--- config.mk ---
export PLATFORM = sky130hd
export DESIGN_NAME = ptic_top
export DESIGN_NICKNAME = d
export VERILOG_FILES = /design/src/ptic_pkg.sv /design/src/ptic_trig_if.sv /design/src/ptic_trig_sync.sv /design/src/ptic_pwm.sv /design/src/ptic_top.sv
export VERILOG_INCLUDE_DIRS = /design/src
export SDC_FILE = /design/constraint.sdc
export NUM_CORES = 1
export LEC_CHECK = 0
export BUFFER_PORTS_ARGS = -buffer_cell sky130_fd_sc_hd__buf_2
export CAP_MARGIN = 20
export CORE_MARGIN = 3
export CORE_UTILIZATION = 30
export CTS_CLUSTER_SIZE = 10
export DETAILED_ROUTE_END_ITERATION = 6
export GPL_ROUTABILITY_DRIVEN = 1
export SYNTH_ARGS = -nofsm -noshare
export SYNTH_HDL_FRONTEND = slang
export SYNTH_HIERARCHICAL = 1
export SYNTH_SLANG_ARGS = --single-unit
--- constraint.sdc ---
create_clock -name clk -period 5.4 [get_ports clk]
set_clock_uncertainty 0.05 [all_clocks]
set_input_delay 0.54 -clock clk [delete_from_list [all_inputs] [get_ports clk]]
set_output_delay 0.54 -clock clk [all_outputs]
set_load 0.05 [all_outputs]
--- src/ptic_cfg.svh ---
// Constants for the pattern trigger and illumination controller
`ifndef PTIC_CFG_SVH
`define PTIC_CFG_SVH
`define PTIC_CLK_HZ          50000000
`define PTIC_BLINK_HALF_MS   250
`define PTIC_BLINK_HALF_CYC  ((`PTIC_CLK_HZ / 1000) * `PTIC_BLINK_HALF_MS)
`define PTIC_PWM_BITS        8
`define PTIC_NUM_CH          3
`define PTIC_CH_RED          0
`define PTIC_CH_GREEN        1
`define PTIC_CH_BLUE         2
`define PTIC_PAT_BITS        8
`define PTIC_EXPOSE_DEF      16'h0100
`define PTIC_GAP_DEF         16'h0010
`define PTIC_NUM_PAT_DEF     8'h08
`endif

--- src/ptic_pkg.sv ---
// Types shared by the pattern trigger and illumination controller
package ptic_pkg;
   typedef enum logic [1:0] {
      PTIC_MODE_STEP = 2'h0,  // In1 advances, in2 pauses
      PTIC_MODE_ALT  = 2'h1   // In1 alternates, in2 advances by two
   } ptic_mode_t;
   typedef enum logic [2:0] {
      PTIC_ST_IDLE   = 3'h1,
      PTIC_ST_EXPOSE = 3'h2,
      PTIC_ST_GAP    = 3'h4
   } ptic_state_t;
endpackage

--- src/ptic_trig_if.sv ---
// Trigger event signals between the input synchroniser and the sequencer
interface ptic_trig_if;
   logic adv_pulse;
   logic pause_pulse;
   logic pause_level;
   modport src (output adv_pulse, output pause_pulse, output pause_level);
   modport dst (input adv_pulse, input pause_pulse, input pause_level);
endinterface

--- src/ptic_trig_sync.sv ---
// Trigger input synchroniser and rising edge detector
module ptic_trig_sync (
   input  wire logic clk,           // System clock
   input  wire logic sys_rst,       // Synchronous reset
   input  wire logic adv_raw,       // Advance trigger pin
   input  wire logic pause_raw,     // Pause trigger pin
   ptic_trig_if.src  trig           // Event outputs
);
   logic [1:0] meta_reg;
   logic [1:0] sync_reg;
   logic [1:0] prev_reg;
   always_ff @(posedge clk) begin
      if (sys_rst) begin
         meta_reg <= 2'h0;
         sync_reg <= 2'h0;
         prev_reg <= 2'h0;
      end else begin
         meta_reg <= {pause_raw, adv_raw};
         sync_reg <= meta_reg;
         prev_reg <= sync_reg;
      end
   end
   // One pulse per rising edge, however long the pin stays high
   assign trig.adv_pulse   = sync_reg[0] & ~prev_reg[0];
   assign trig.pause_pulse = sync_reg[1] & ~prev_reg[1];
   assign trig.pause_level = sync_reg[1];
endmodule

--- src/ptic_pwm.sv ---
// Per channel current PWM generator with shared counter
module ptic_pwm #(
   parameter int W = 8,
   parameter int N = 3
) (
   input  wire logic             clk,     // System clock
   input  wire logic             sys_rst, // Synchronous reset
   input  wire logic [N*W-1:0]   duty,    // Duty per channel
   output logic      [N-1:0]     pwm      // Registered PWM outputs
);
   logic [W-1:0] cnt_reg;
   always_ff @(posedge clk) begin
      if (sys_rst) cnt_reg <= '0;
      else         cnt_reg <= cnt_reg + 1'b1;
   end
   genvar g;
   generate
      for (g = 0; g < N; g++) begin : g_ch
         logic hi;
         assign hi = (cnt_reg < duty[g*W +: W]);
         always_ff @(posedge clk) begin
            if (sys_rst) pwm[g] <= 1'b0;
            else         pwm[g] <= hi;
         end
      end
   endgenerate
endmodule

--- src/ptic_top.sv ---
// Pattern trigger and illumination controller top
// Contract
// - Three independent illumination channels, red, green and blue, are driven.
// - While healthy the alive blink output toggles continuously.
// - The fault indicator is at LED-off level during a fault, LED-on otherwise.
// - Each colour has its own current-setting PWM output.
// - Trigger outputs let peripherals synchronise with displayed patterns.
// - When external triggering is used the display timing follows the trigger inputs.
// - Under external triggering the first trigger input steps to the next pattern or toggles between two, per mode.
// - The second trigger input pauses the display while free running or steps by two under external triggering, per mode.
// - The exposure marker is high exactly while a pattern is exposed.
// - The first pattern marker is high while pattern zero is shown.
`include "ptic_cfg.svh"
module ptic_top
   import ptic_pkg::*;
#(
   parameter int          PW    = `PTIC_PWM_BITS,
   parameter int          PB    = `PTIC_PAT_BITS,
   parameter int unsigned BLINK = `PTIC_BLINK_HALF_CYC
) (
   input  wire logic                       clk,                      // Reference clock
   input  wire logic                       sys_rst,                  // Synchronous reset
   input  wire logic                       run_enable,               // Sequence running
   input  wire logic                       ext_trig_enable,          // Follow trigger inputs
   input  wire ptic_pkg::ptic_mode_t       trig_mode_cfg,            // Trigger mode
   input  wire logic [PB-1:0]              num_patterns,             // Sequence length
   input  wire logic [15:0]                expose_cycles,            // Exposure length
   input  wire logic [15:0]                gap_cycles,               // Dark gap length
   input  wire logic [2:0]                 color_enable_cfg,         // Per colour enable
   input  wire logic [PW-1:0]              red_duty,                 // Red current duty
   input  wire logic [PW-1:0]              green_duty,               // Green current duty
   input  wire logic [PW-1:0]              blue_duty,                // Blue current duty
   input  wire logic                       fault_in,                 // System fault
   input  wire logic                       advance_trigger_in,       // Trigger pin one
   input  wire logic                       pause_trigger_in,         // Trigger pin two
   output logic                            red_led_on,               // Red enable
   output logic                            green_led_on,             // Green enable
   output logic                            blue_led_on,              // Blue enable
   output logic                            red_current_pwm,          // Red PWM
   output logic                            green_current_pwm,        // Green PWM
   output logic                            blue_current_pwm,         // Blue PWM
   output logic                            alive_blink_out,          // Health blink
   output logic                            fault_led_out,            // High is LED on
   output logic                            exposure_marker_out,      // Exposure marker
   output logic                            first_pattern_marker_out, // First pattern marker
   output logic [PB-1:0]                   pattern_index             // Pattern shown
);
   import ptic_pkg::*;

   ptic_trig_if trig ();
   ptic_trig_sync u_sync (
      .clk       (clk),
      .sys_rst   (sys_rst),
      .adv_raw   (advance_trigger_in),
      .pause_raw (pause_trigger_in),
      .trig      (trig)
   );

   // Fault is an asynchronous level from outside
   logic fault_meta_reg;
   logic fault_sync_reg;
   always_ff @(posedge clk) begin
      if (sys_rst) begin
         fault_meta_reg <= 1'b0;
         fault_sync_reg <= 1'b0;
      end else begin
         fault_meta_reg <= fault_in;
         fault_sync_reg <= fault_meta_reg;
      end
   end

   // Health blink: frozen during a fault, so a stuck LED signals trouble
   logic [31:0] blink_cnt_reg;
   logic        blink_wrap;
   assign blink_wrap = (blink_cnt_reg >= BLINK - 1);
   always_ff @(posedge clk) begin
      if (sys_rst) begin
         blink_cnt_reg   <= 32'h0;
         alive_blink_out <= 1'b0;
         fault_led_out   <= 1'b0;
      end else begin
         fault_led_out <= ~fault_sync_reg;
         if (fault_sync_reg) begin
            blink_cnt_reg <= 32'h0;
         end else if (blink_wrap) begin
            blink_cnt_reg   <= 32'h0;
            alive_blink_out <= ~alive_blink_out;
         end else begin
            blink_cnt_reg <= blink_cnt_reg + 32'h1;
         end
      end
   end

   // Pattern sequencer
   ptic_state_t   state_reg, state_next;
   ptic_mode_t    mode_reg;
   logic [15:0]   tcnt_reg;
   logic [PB-1:0] idx_reg, idx_next;
   logic          paused_reg;
   logic          pend_reg;       // Trigger seen, not yet acted on
   logic [PB-1:0] step_reg;       // Pending step amount
   logic          alt_reg;        // Alternating pattern selector
   logic [PB-1:0] last_idx;
   logic          timer_done;
   logic          step_ok;
   logic [PB:0]   idx_sum;
   logic          adv_act;
   logic          dbl_act;

   assign last_idx   = (num_patterns == '0) ? '0 : num_patterns - 1'b1;
   assign timer_done = (tcnt_reg == 16'h0);
   assign adv_act    = trig.adv_pulse & (mode_reg == PTIC_MODE_STEP);
   assign dbl_act    = trig.pause_pulse & (mode_reg == PTIC_MODE_ALT);
   // Free running steps unless paused; external triggers gate each pattern
   assign step_ok    = ext_trig_enable ? pend_reg : ~paused_reg;
   assign idx_sum    = {1'b0, idx_reg} + {1'b0, (ext_trig_enable ? step_reg : PB'(1))};
   assign idx_next   = (mode_reg == PTIC_MODE_ALT && !dbl_act && ext_trig_enable && !step_reg[1])
                       ? PB'(alt_reg)
                       : ((idx_sum > {1'b0, last_idx}) ? PB'(idx_sum - {1'b0, last_idx} - 1'b1)
                                                      : idx_sum[PB-1:0]);

   always_comb begin
      state_next = state_reg;
      unique case (state_reg)
         PTIC_ST_IDLE:   if (run_enable) state_next = PTIC_ST_EXPOSE;
         PTIC_ST_EXPOSE: if (timer_done) state_next = PTIC_ST_GAP;
         PTIC_ST_GAP:    if (!run_enable) state_next = PTIC_ST_IDLE;
                         else if (timer_done && step_ok) state_next = PTIC_ST_EXPOSE;
         default:        state_next = PTIC_ST_IDLE;
      endcase
   end

   always_ff @(posedge clk) begin
      if (sys_rst) begin
         state_reg  <= PTIC_ST_IDLE;
         mode_reg   <= PTIC_MODE_STEP;
         tcnt_reg   <= 16'h0;
         idx_reg    <= '0;
         paused_reg <= 1'b0;
         pend_reg   <= 1'b0;
         step_reg   <= '0;
         alt_reg    <= 1'b0;
      end else begin
         state_reg <= state_next;
         // Pause toggles per pulse in step mode
         if (trig.pause_pulse && mode_reg == PTIC_MODE_STEP)
            paused_reg <= ~paused_reg;
         // Set wins over the consume below
         if (adv_act) begin
            pend_reg <= 1'b1;
            step_reg <= PB'(1);
         end else if (dbl_act) begin
            pend_reg <= 1'b1;
            step_reg <= PB'(2);
         end else if (trig.adv_pulse) begin
            pend_reg <= 1'b1;
            step_reg <= '0;
            alt_reg  <= ~alt_reg;
         end else if (state_reg == PTIC_ST_GAP && state_next == PTIC_ST_EXPOSE) begin
            pend_reg <= 1'b0;
         end
         if (state_reg != PTIC_ST_EXPOSE)
            mode_reg <= trig_mode_cfg;
         if (state_next == PTIC_ST_EXPOSE && state_reg != PTIC_ST_EXPOSE)
            tcnt_reg <= expose_cycles - 16'h1;
         else if (state_next == PTIC_ST_GAP && state_reg == PTIC_ST_EXPOSE)
            tcnt_reg <= gap_cycles;
         else if (!timer_done)
            tcnt_reg <= tcnt_reg - 16'h1;
         if (state_reg == PTIC_ST_IDLE)
            idx_reg <= '0;
         else if (state_reg == PTIC_ST_GAP && state_next == PTIC_ST_EXPOSE)
            idx_reg <= idx_next;
      end
   end

   // Outputs straight from flip-flops
   logic          expose_next;
   logic [2:0]    pwm_bits;
   logic [PB-1:0] idx_new;
   assign expose_next = (state_next == PTIC_ST_EXPOSE);
   // Next values, so index and first marker change together with the exposure marker
   assign idx_new     = (state_reg == PTIC_ST_IDLE) ? '0
                      : (state_reg == PTIC_ST_GAP && state_next == PTIC_ST_EXPOSE) ? idx_next
                      : idx_reg;
   always_ff @(posedge clk) begin
      if (sys_rst) begin
         exposure_marker_out      <= 1'b0;
         first_pattern_marker_out <= 1'b0;
         pattern_index            <= '0;
         red_led_on               <= 1'b0;
         green_led_on             <= 1'b0;
         blue_led_on              <= 1'b0;
         red_current_pwm          <= 1'b0;
         green_current_pwm        <= 1'b0;
         blue_current_pwm         <= 1'b0;
      end else begin
         exposure_marker_out      <= expose_next;
         // From next values; registering idx_reg would lag the exposure by a cycle
         first_pattern_marker_out <= (state_next != PTIC_ST_IDLE) && (idx_new == '0);
         pattern_index            <= idx_new;
         // LEDs lit only during exposure and without a fault
         red_led_on   <= color_enable_cfg[`PTIC_CH_RED] & expose_next & ~fault_sync_reg;
         green_led_on <= color_enable_cfg[`PTIC_CH_GREEN] & expose_next & ~fault_sync_reg;
         blue_led_on  <= color_enable_cfg[`PTIC_CH_BLUE] & expose_next & ~fault_sync_reg;
         red_current_pwm   <= pwm_bits[`PTIC_CH_RED];
         green_current_pwm <= pwm_bits[`PTIC_CH_GREEN];
         blue_current_pwm  <= pwm_bits[`PTIC_CH_BLUE];
      end
   end

   ptic_pwm #(.W(PW), .N(`PTIC_NUM_CH)) u_pwm (
      .clk     (clk),
      .sys_rst (sys_rst),
      .duty    ({blue_duty, green_duty, red_duty}),
      .pwm     (pwm_bits)
   );
endmodule

==> impl_results.md, run 1 <==
- F_max: ~0.25 GHz
- Data arrival time of the worst path: between 4 and 5 ns
- Share of flip-flops with an asynchronous set or reset: 0%
- Final WS setup: roughly 1.5 ns
- Primary FF master, synth: dfxtp_1
- Die height: roughly 140 um
- Routed length per placed instance: roughly 13 um
- Number of synthesized flops with an enable pin: 0
- Slew @ Worst Pin: just under 1 ns
- Synth-to-Final Area Change: 18.3%
- Max FFs per register: 32
- Final min period: around 3.9 ns
- Antenna-violating nets left: 0
- RSZ-0062 raised after global routing: no
- Worst Hold Class: in -> reg
- Final WL: between 10000 and 15000 um
- Slowest cell on crit path: and3_1
- Largest net degree at the start of global routing: 46
- Post-synth top area share: a little over a third
- Max-capacitance violation count: 0
- First-pass GRT wire length: between 20000 and 25000 um
- Post-Synthesis Cells: 647
- Vias in the first global route: approximately 4400
- CTS tree: done
- Drt first pass iters: 5
- IO Port Bufs: 93
- #FFs+latches synth: 95
- Final period util: 73.1%
- Sink Count: 95
- Clock Latency Late Sink: about 0.34 ns
- Setup TNS: 0 ns
- Largest area contributor in the netlist: dfxtp_1
- Hold_buf cts: 0
- Initial antenna violation count: 1
- Pwr dens: 254 nW/um^2
- # resized after CTS: 0
- IO Pins: 94
- Critical path buffer and inverter count: 1
- Vias: roughly 4600
- Post-CTS setup buffers: 0
- DP Worst Slack: 1.12 ns
- Crit path launch type: input port
- Hold Fails Final Rpt: 0
- H-tree levels: 3
- Number of diodes: 0
- CP Max Fanout: 13
- Outcome: completed
- Synth warn: 6
- Slew Limit Fails: 0
- Peak supply drop: 0.000117 V
- Final hold slack: around 0.35 ns
- Gr ovfl total: 0
- Req. time, crit path: approximately 5.6 ns
- Root Buffer: clkbuf_16
- CTS buffer count: 9
- Avg Cell Area, Syn: 8.36 sq um
- Fin nets: between 800 and 900
- Critical Path Sink Type: flop
- Setup CP Type: in -> reg
- Largest delay share family, worst path: simple AND/OR/NAND/NOR gates
- Largest stage delay, worst path: 0.46 ns
- Fraction of layout cells with a size suffix above 1: between 15 and 20%
- Final setup fails: 0
- Starting Density: between 30% and 40%
- Synth top area cells: dfxtp_1 (35%), ha_1 (8.8%), xor2_1 (6.0%)
- FP Rows: 48
- Core area: 17500 sq um
- Netlist cell types: 54
- DPL Wire Length: 9410 um
- Post-Syn Area: between 5000 and 6000 sq um
- Die Wd: ~140 um
- Leak: about 2.8 nW
- Vias/cell: 4.73
- Die area: ~20000 sq um
- GP Congestion: 0.844
- Iter 0 DRT Violations: 186
- DRC: 0
- GRT Overall Usage: about an eighth
- Rel. slew slack: 34.4%
- Sequential area share after synthesis: between 30% and 40%
- Crit path cell chain: buf_2 -> and2_1 -> ha_1 -> a21oi_1 -> nor2_1 -> and3_1 -> xor2_1 -> ha_1 -> nand3_1 -> nor3_1 -> a211o_1 -> and3_1 -> mux2_2 -> a22oi_1 -> nand4_1 -> nor4_2
- Bufs on Longest Clock Path: 2
- Clk slew on worst S/H paths: roughly 0.060 ns
stage by stage:
step / utilization (%) / instance area, sq um / instances / total power [mW]
floorplan: - / 5440 / 654 / 0.972
global placement: 35.0 / 6120 / 956 / 1.05
detailed placement: 35.0 / 6120 / 956 / 1.05
CTS: 36.6 / 6400 / 972 / 1.65
global route: 36.6 / 6400 / 972 / 1.71
finish: 36.6 / 6400 / 972 / 1.62
synth_stat cells (3+ instances only):
cell	instances
a2111oi_0	4
a211oi_1	10
a21o_1	4
a21oi_1	38
a22oi_1	4
a31o_1	3
and2_1	6
and3_1	8
and4_1	4
clkbuf_1	14
dfxtp_1	95
ha_1	38
inv_1	38
mux2_2	5
mux2i_1	4
nand2_1	53
nand2b_1	8
nand3_1	22
nand3b_1	4
nand4_1	5
nor2_1	86
nor2b_1	24
nor3_1	15
nor3b_1	6
nor4_1	6
o2111a_1	3
o211ai_1	13
o21ai_0	16
o31ai_1	4
or3_1	5
or4_1	8
xnor2_1	31
xor2_1	37
final timing paths:
| check | from | endpoint | slack (ns) | depth (start not counted) |
|---|---|---|---|---|
| setup / recovery | ext_trig_enable | first_pattern_marker_out | 1.45 | 16 |
| hold reg to reg | u_sync/meta_reg[1] | u_sync/sync_reg[1] | 0.39 | 1 |
| setup reg to reg | step_reg[1] | first_pattern_marker_out | 1.45 | 15 |
| hold / removal | color_enable_cfg[2] | blue_led_on | 0.35 | 2 |
logic make-up (layout without fill, tap and decap cells):
kind of cell               after synthesis  after routing  synth area share (%)
other                                    1              8                0.0693
muxes                                    9              9                  1.78
buffers and inverters                   56            149                  4.05
adders and majority gates               40             40                  9.53
AOI/OAI and AO/OA                      109            109                  13.1
xor gates and xnor gates                68             68                  11.0
and+or+nand+nor                        269            269                  25.3
DFF                                     95             95                  35.2
cell type report:
cell class	instances	area (sq um)
clock buffers	10	239
fillers	1819	11100
inverters	38	143
clock inverters	6	36.3
repair buffers	95	480
multi-input cells	503	3310
well taps	225	282
flip-flops and latches	95	1900
layout by cell type (no fill, tap or decap), drive strengths merged, types with 9 or more instances in the layout:
master,count
a211oi,10
a21oi,38
buf,95
clkbuf,10
dfxtp,95
ha,38
inv,38
nand2,53
nand3,23
nor2,87
nor2b,24
nor3,16
nor4,9
o211ai,13
o21ai,16
or4,9
xnor2,31
xor2,37
where the power goes:
| group | internal, mW | leakage, nW | switching, mW | total [mW] |
|---|---|---|---|---|
| Clock | 0.322 | 0.138 | 0.264 | 0.586 |
| Sequential | 0.735 | 0.778 | 0.0263 | 0.762 |
| Combinational | 0.122 | 1.88 | 0.153 | 0.275 |
routing by layer:
layer | wire (um) | track usage, %
met1 | 6000 | 16.8
met2 | 5470 | 20.2
met3 | 578 | 3.04
met4 | 166 | 3.37
met5 | 9 | 0
Power figures use the tool's default switching activity.
==> run 2: changes to the inputs <==
clock period = 4.1 ns   (was 5.4 ns; I/O delays follow)
==> impl_results.md, run 2 (synthesis gave the netlist of run 1 again) <==
- Outcome: completed
- Gr ovfl total: 0 (unchanged)
- Final min period: between 3 and 4 ns
- RSZ-0062 raised after global routing: no
- Initial antenna violation count: 2 (+1)
- DP Area: 6150 sq um (+0.49%)
- Peak supply drop: 0.000170 V (+45%)
- Most frequent cells in the layout: dfxtp_1 (95), buf_2 (93), nor2_1 (86)
- Total Power: 2.25 mW (+38%)
- Hold_buf cts: 0 (unchanged)
- H-tree levels: 3 (unchanged)
- Data arrival time of the worst path: 3.98 ns (-0.17 ns)
- Vias/cell: 4.73 (+0.14%)
- Hold Fails Final Rpt: 0 (unchanged)
- Pwr dens: 347 nW/um^2 (+37%)
- Slew @ Worst Pin: 0.926 ns (-0.0583 ns)
- Leak: 2.83 nW (+1.5%)
- Final Instance Area: 6470 sq um (+1.2%)
- Die area: 19700 sq um (unchanged)
- CTS tree: done
- IO Pins: 94 (unchanged)
- Clk slew on worst S/H paths: 0.06 ns (about the same)
- FF-to-FF setup slack: 0.32 ns (-1.13 ns)
- Drt first pass iters: 6 (+1)
- FP Rows: 48 (unchanged)
- Root Buffer: clkbuf_16
- # resized after CTS: 0 (unchanged)
- Commonest non-fill, non-tap cell in the layout: dfxtp_1
- F_max: roughly 0.26 GHz
- Sequential share of power: 44.7% (-2.2 points)
- Antenna-violating nets left: 0 (unchanged)
- Vias in the first global route: 4421 (+0.55%)
- Clock Latency Late Sink: 0.34 ns (about the same)
- Fin nets: 863 (+0.58%)
- Fraction of layout cells with a size suffix above 1: 17.2% (+0.44 points)
- Die height: 140 um (unchanged)
- Max FFs per register: 32 (unchanged)
- GR Layer Usage met3: 2.90% (-0.14 points)
- First-pass GRT wire length: 20900 um (+0.93%)
- Post-CTS setup buffers: 0 (unchanged)
- Comb pwr share: 16.4% (-0.5 points)
- Die Wd: 140 um (unchanged)
- Slew Limit Fails: 0 (unchanged)
- Crit path launch type: flop
- DRC: 0 (unchanged)
- Routed length per placed instance: 12.9 um (+2.7%)
- CP Max Fanout: 12 (-1)
- Final period util: 92.3%
- M2 GR Usage: 20.2% (+0.025 points)
- Largest net degree at the start of global routing: 45 (-2.2%)
- Sink Count: 95 (unchanged)
- Switching share of total power: 25.3% (-2.0 points)
- Vias: 4624 (+0.65%)
- Fillcell total: 1820 (+0.055%)
- GRT Overall Usage: 12.8% (+0.24 points)
- CTS buffer count: 9 (unchanged)
- Grt peak-use layer: met2
- Starting Density: 30.9% (unchanged)
- GP Congestion: 0.818 (-3.0%)
- IO Port Bufs: 93 (unchanged)
- Iter 0 DRT Violations: 201 (+8.1%)
- Synth-to-Final Area Change: 19.7%
- Setup TNS: 0 ns (unchanged)
- Final WL: 12600 um (+3.2%)
- Final setup fails: 0 (unchanged)
- Clk pwr share: 38.9% (+2.8 points)
- Max-capacitance violation count: 0 (unchanged)
- DPL Wire Length: 9720 um (+3.3%)
- P_int: 1.68 mW (+42%)
- Final hold slack: 0.223 ns (-0.125 ns)
- Req. time, crit path: 4.30 ns (-1.30 ns)
- Net Sw Power: 0.569 mW (+28%)
- Critical Path Sink Type: flop
- Bufs on Longest Clock Path: 2 (unchanged)
- Met1 global-route usage: 17.1% (+0.33 points)
- Fin util: 37.0% (+0.45 points)
- Core area: 17500 sq um (unchanged)
- Rel. slew slack: 38.1% (+3.7 points)
- Setup CP Type: reg -> reg
- Worst Hold Class: in -> reg
-- run 2: cell count changes in the layout (fill, tap and decap cells not counted) --
cell and delta:
diode_2 +1, and3_2 +1, clkinvlp_4 -1, clkinv_2 -2
clkinv_4 -1, clkbuf_1 +1, and3_1 -1, bufinv_16 +2
buf_4 +5
-- run 2: routing by layer --
layer / vias to the layer above / share of wire (%)
met3: 13 / 5.1
met2: 88 / 44
met1: 2083 / 49
li1: 2436 / -
met4: 4 / 1.5
met5: - / 0.17
-- run 2: per-stage QoR --
stage / instances / setup slack (ns)
4_1_cts: 975 / 0.203
5_1_grt: 976 / 0.0915
2_1_floorplan: 654 / 0.198
6_report: 977 / 0.317
3_5_place_dp: 960 / 0.00458
3_3_place_gp: 960 / 0.104
-- run 2: worst paths after layout --
check,startpoint,endpoint,cells after the start
max,step_reg[0],first_pattern_marker_out,15
min,color_enable_cfg[2],blue_led_on,2
max reg2reg,step_reg[0],first_pattern_marker_out,15
min reg2reg,u_sync/meta_reg[1],u_sync/sync_reg[1],1
-- run 2: area by class of cell --
cell class                      count  area (sq um)  share of cell area (%)
Tap cell                          225           282                    4.35
Clock buffer                       11           243                    3.75
Clock inverter                      4          70.1                    1.08
Antenna cell                        1          2.50                  0.0386
Inverter                           38           143                    2.20
Multi-Input combinational cell    503          3320                    51.2
Sequential cell                    95          1900                    29.4
Timing Repair Buffer              100           518                    8.00
-- run 2: power groups by stage --
stage	combinational, mW	sequential [mW]	clock, mW
after CTS	0.369	1.00	0.902
after detailed placement	0.367	1.02	0
after global placement	0.367	1.02	0
after global routing	0.417	1.01	0.949
final	0.368	1.00	0.875
after floorplan	0.244	1.04	0
-- run 2: critical path: stages (launching register included) --
cell and delay [ns]:
dfxtp_1 0.31, nand2b_1 0.14, ha_1 0.20, fa_1 0.46, nand2_1 0.11, nor2_1 0.08
xor2_1 0.16, ha_1 0.37, nand3_1 0.11, nor3_1 0.26, a211o_1 0.16, and3_2 0.32
mux2_2 0.38, a22oi_1 0.19, nand4_1 0.15, nor4_2 0.24
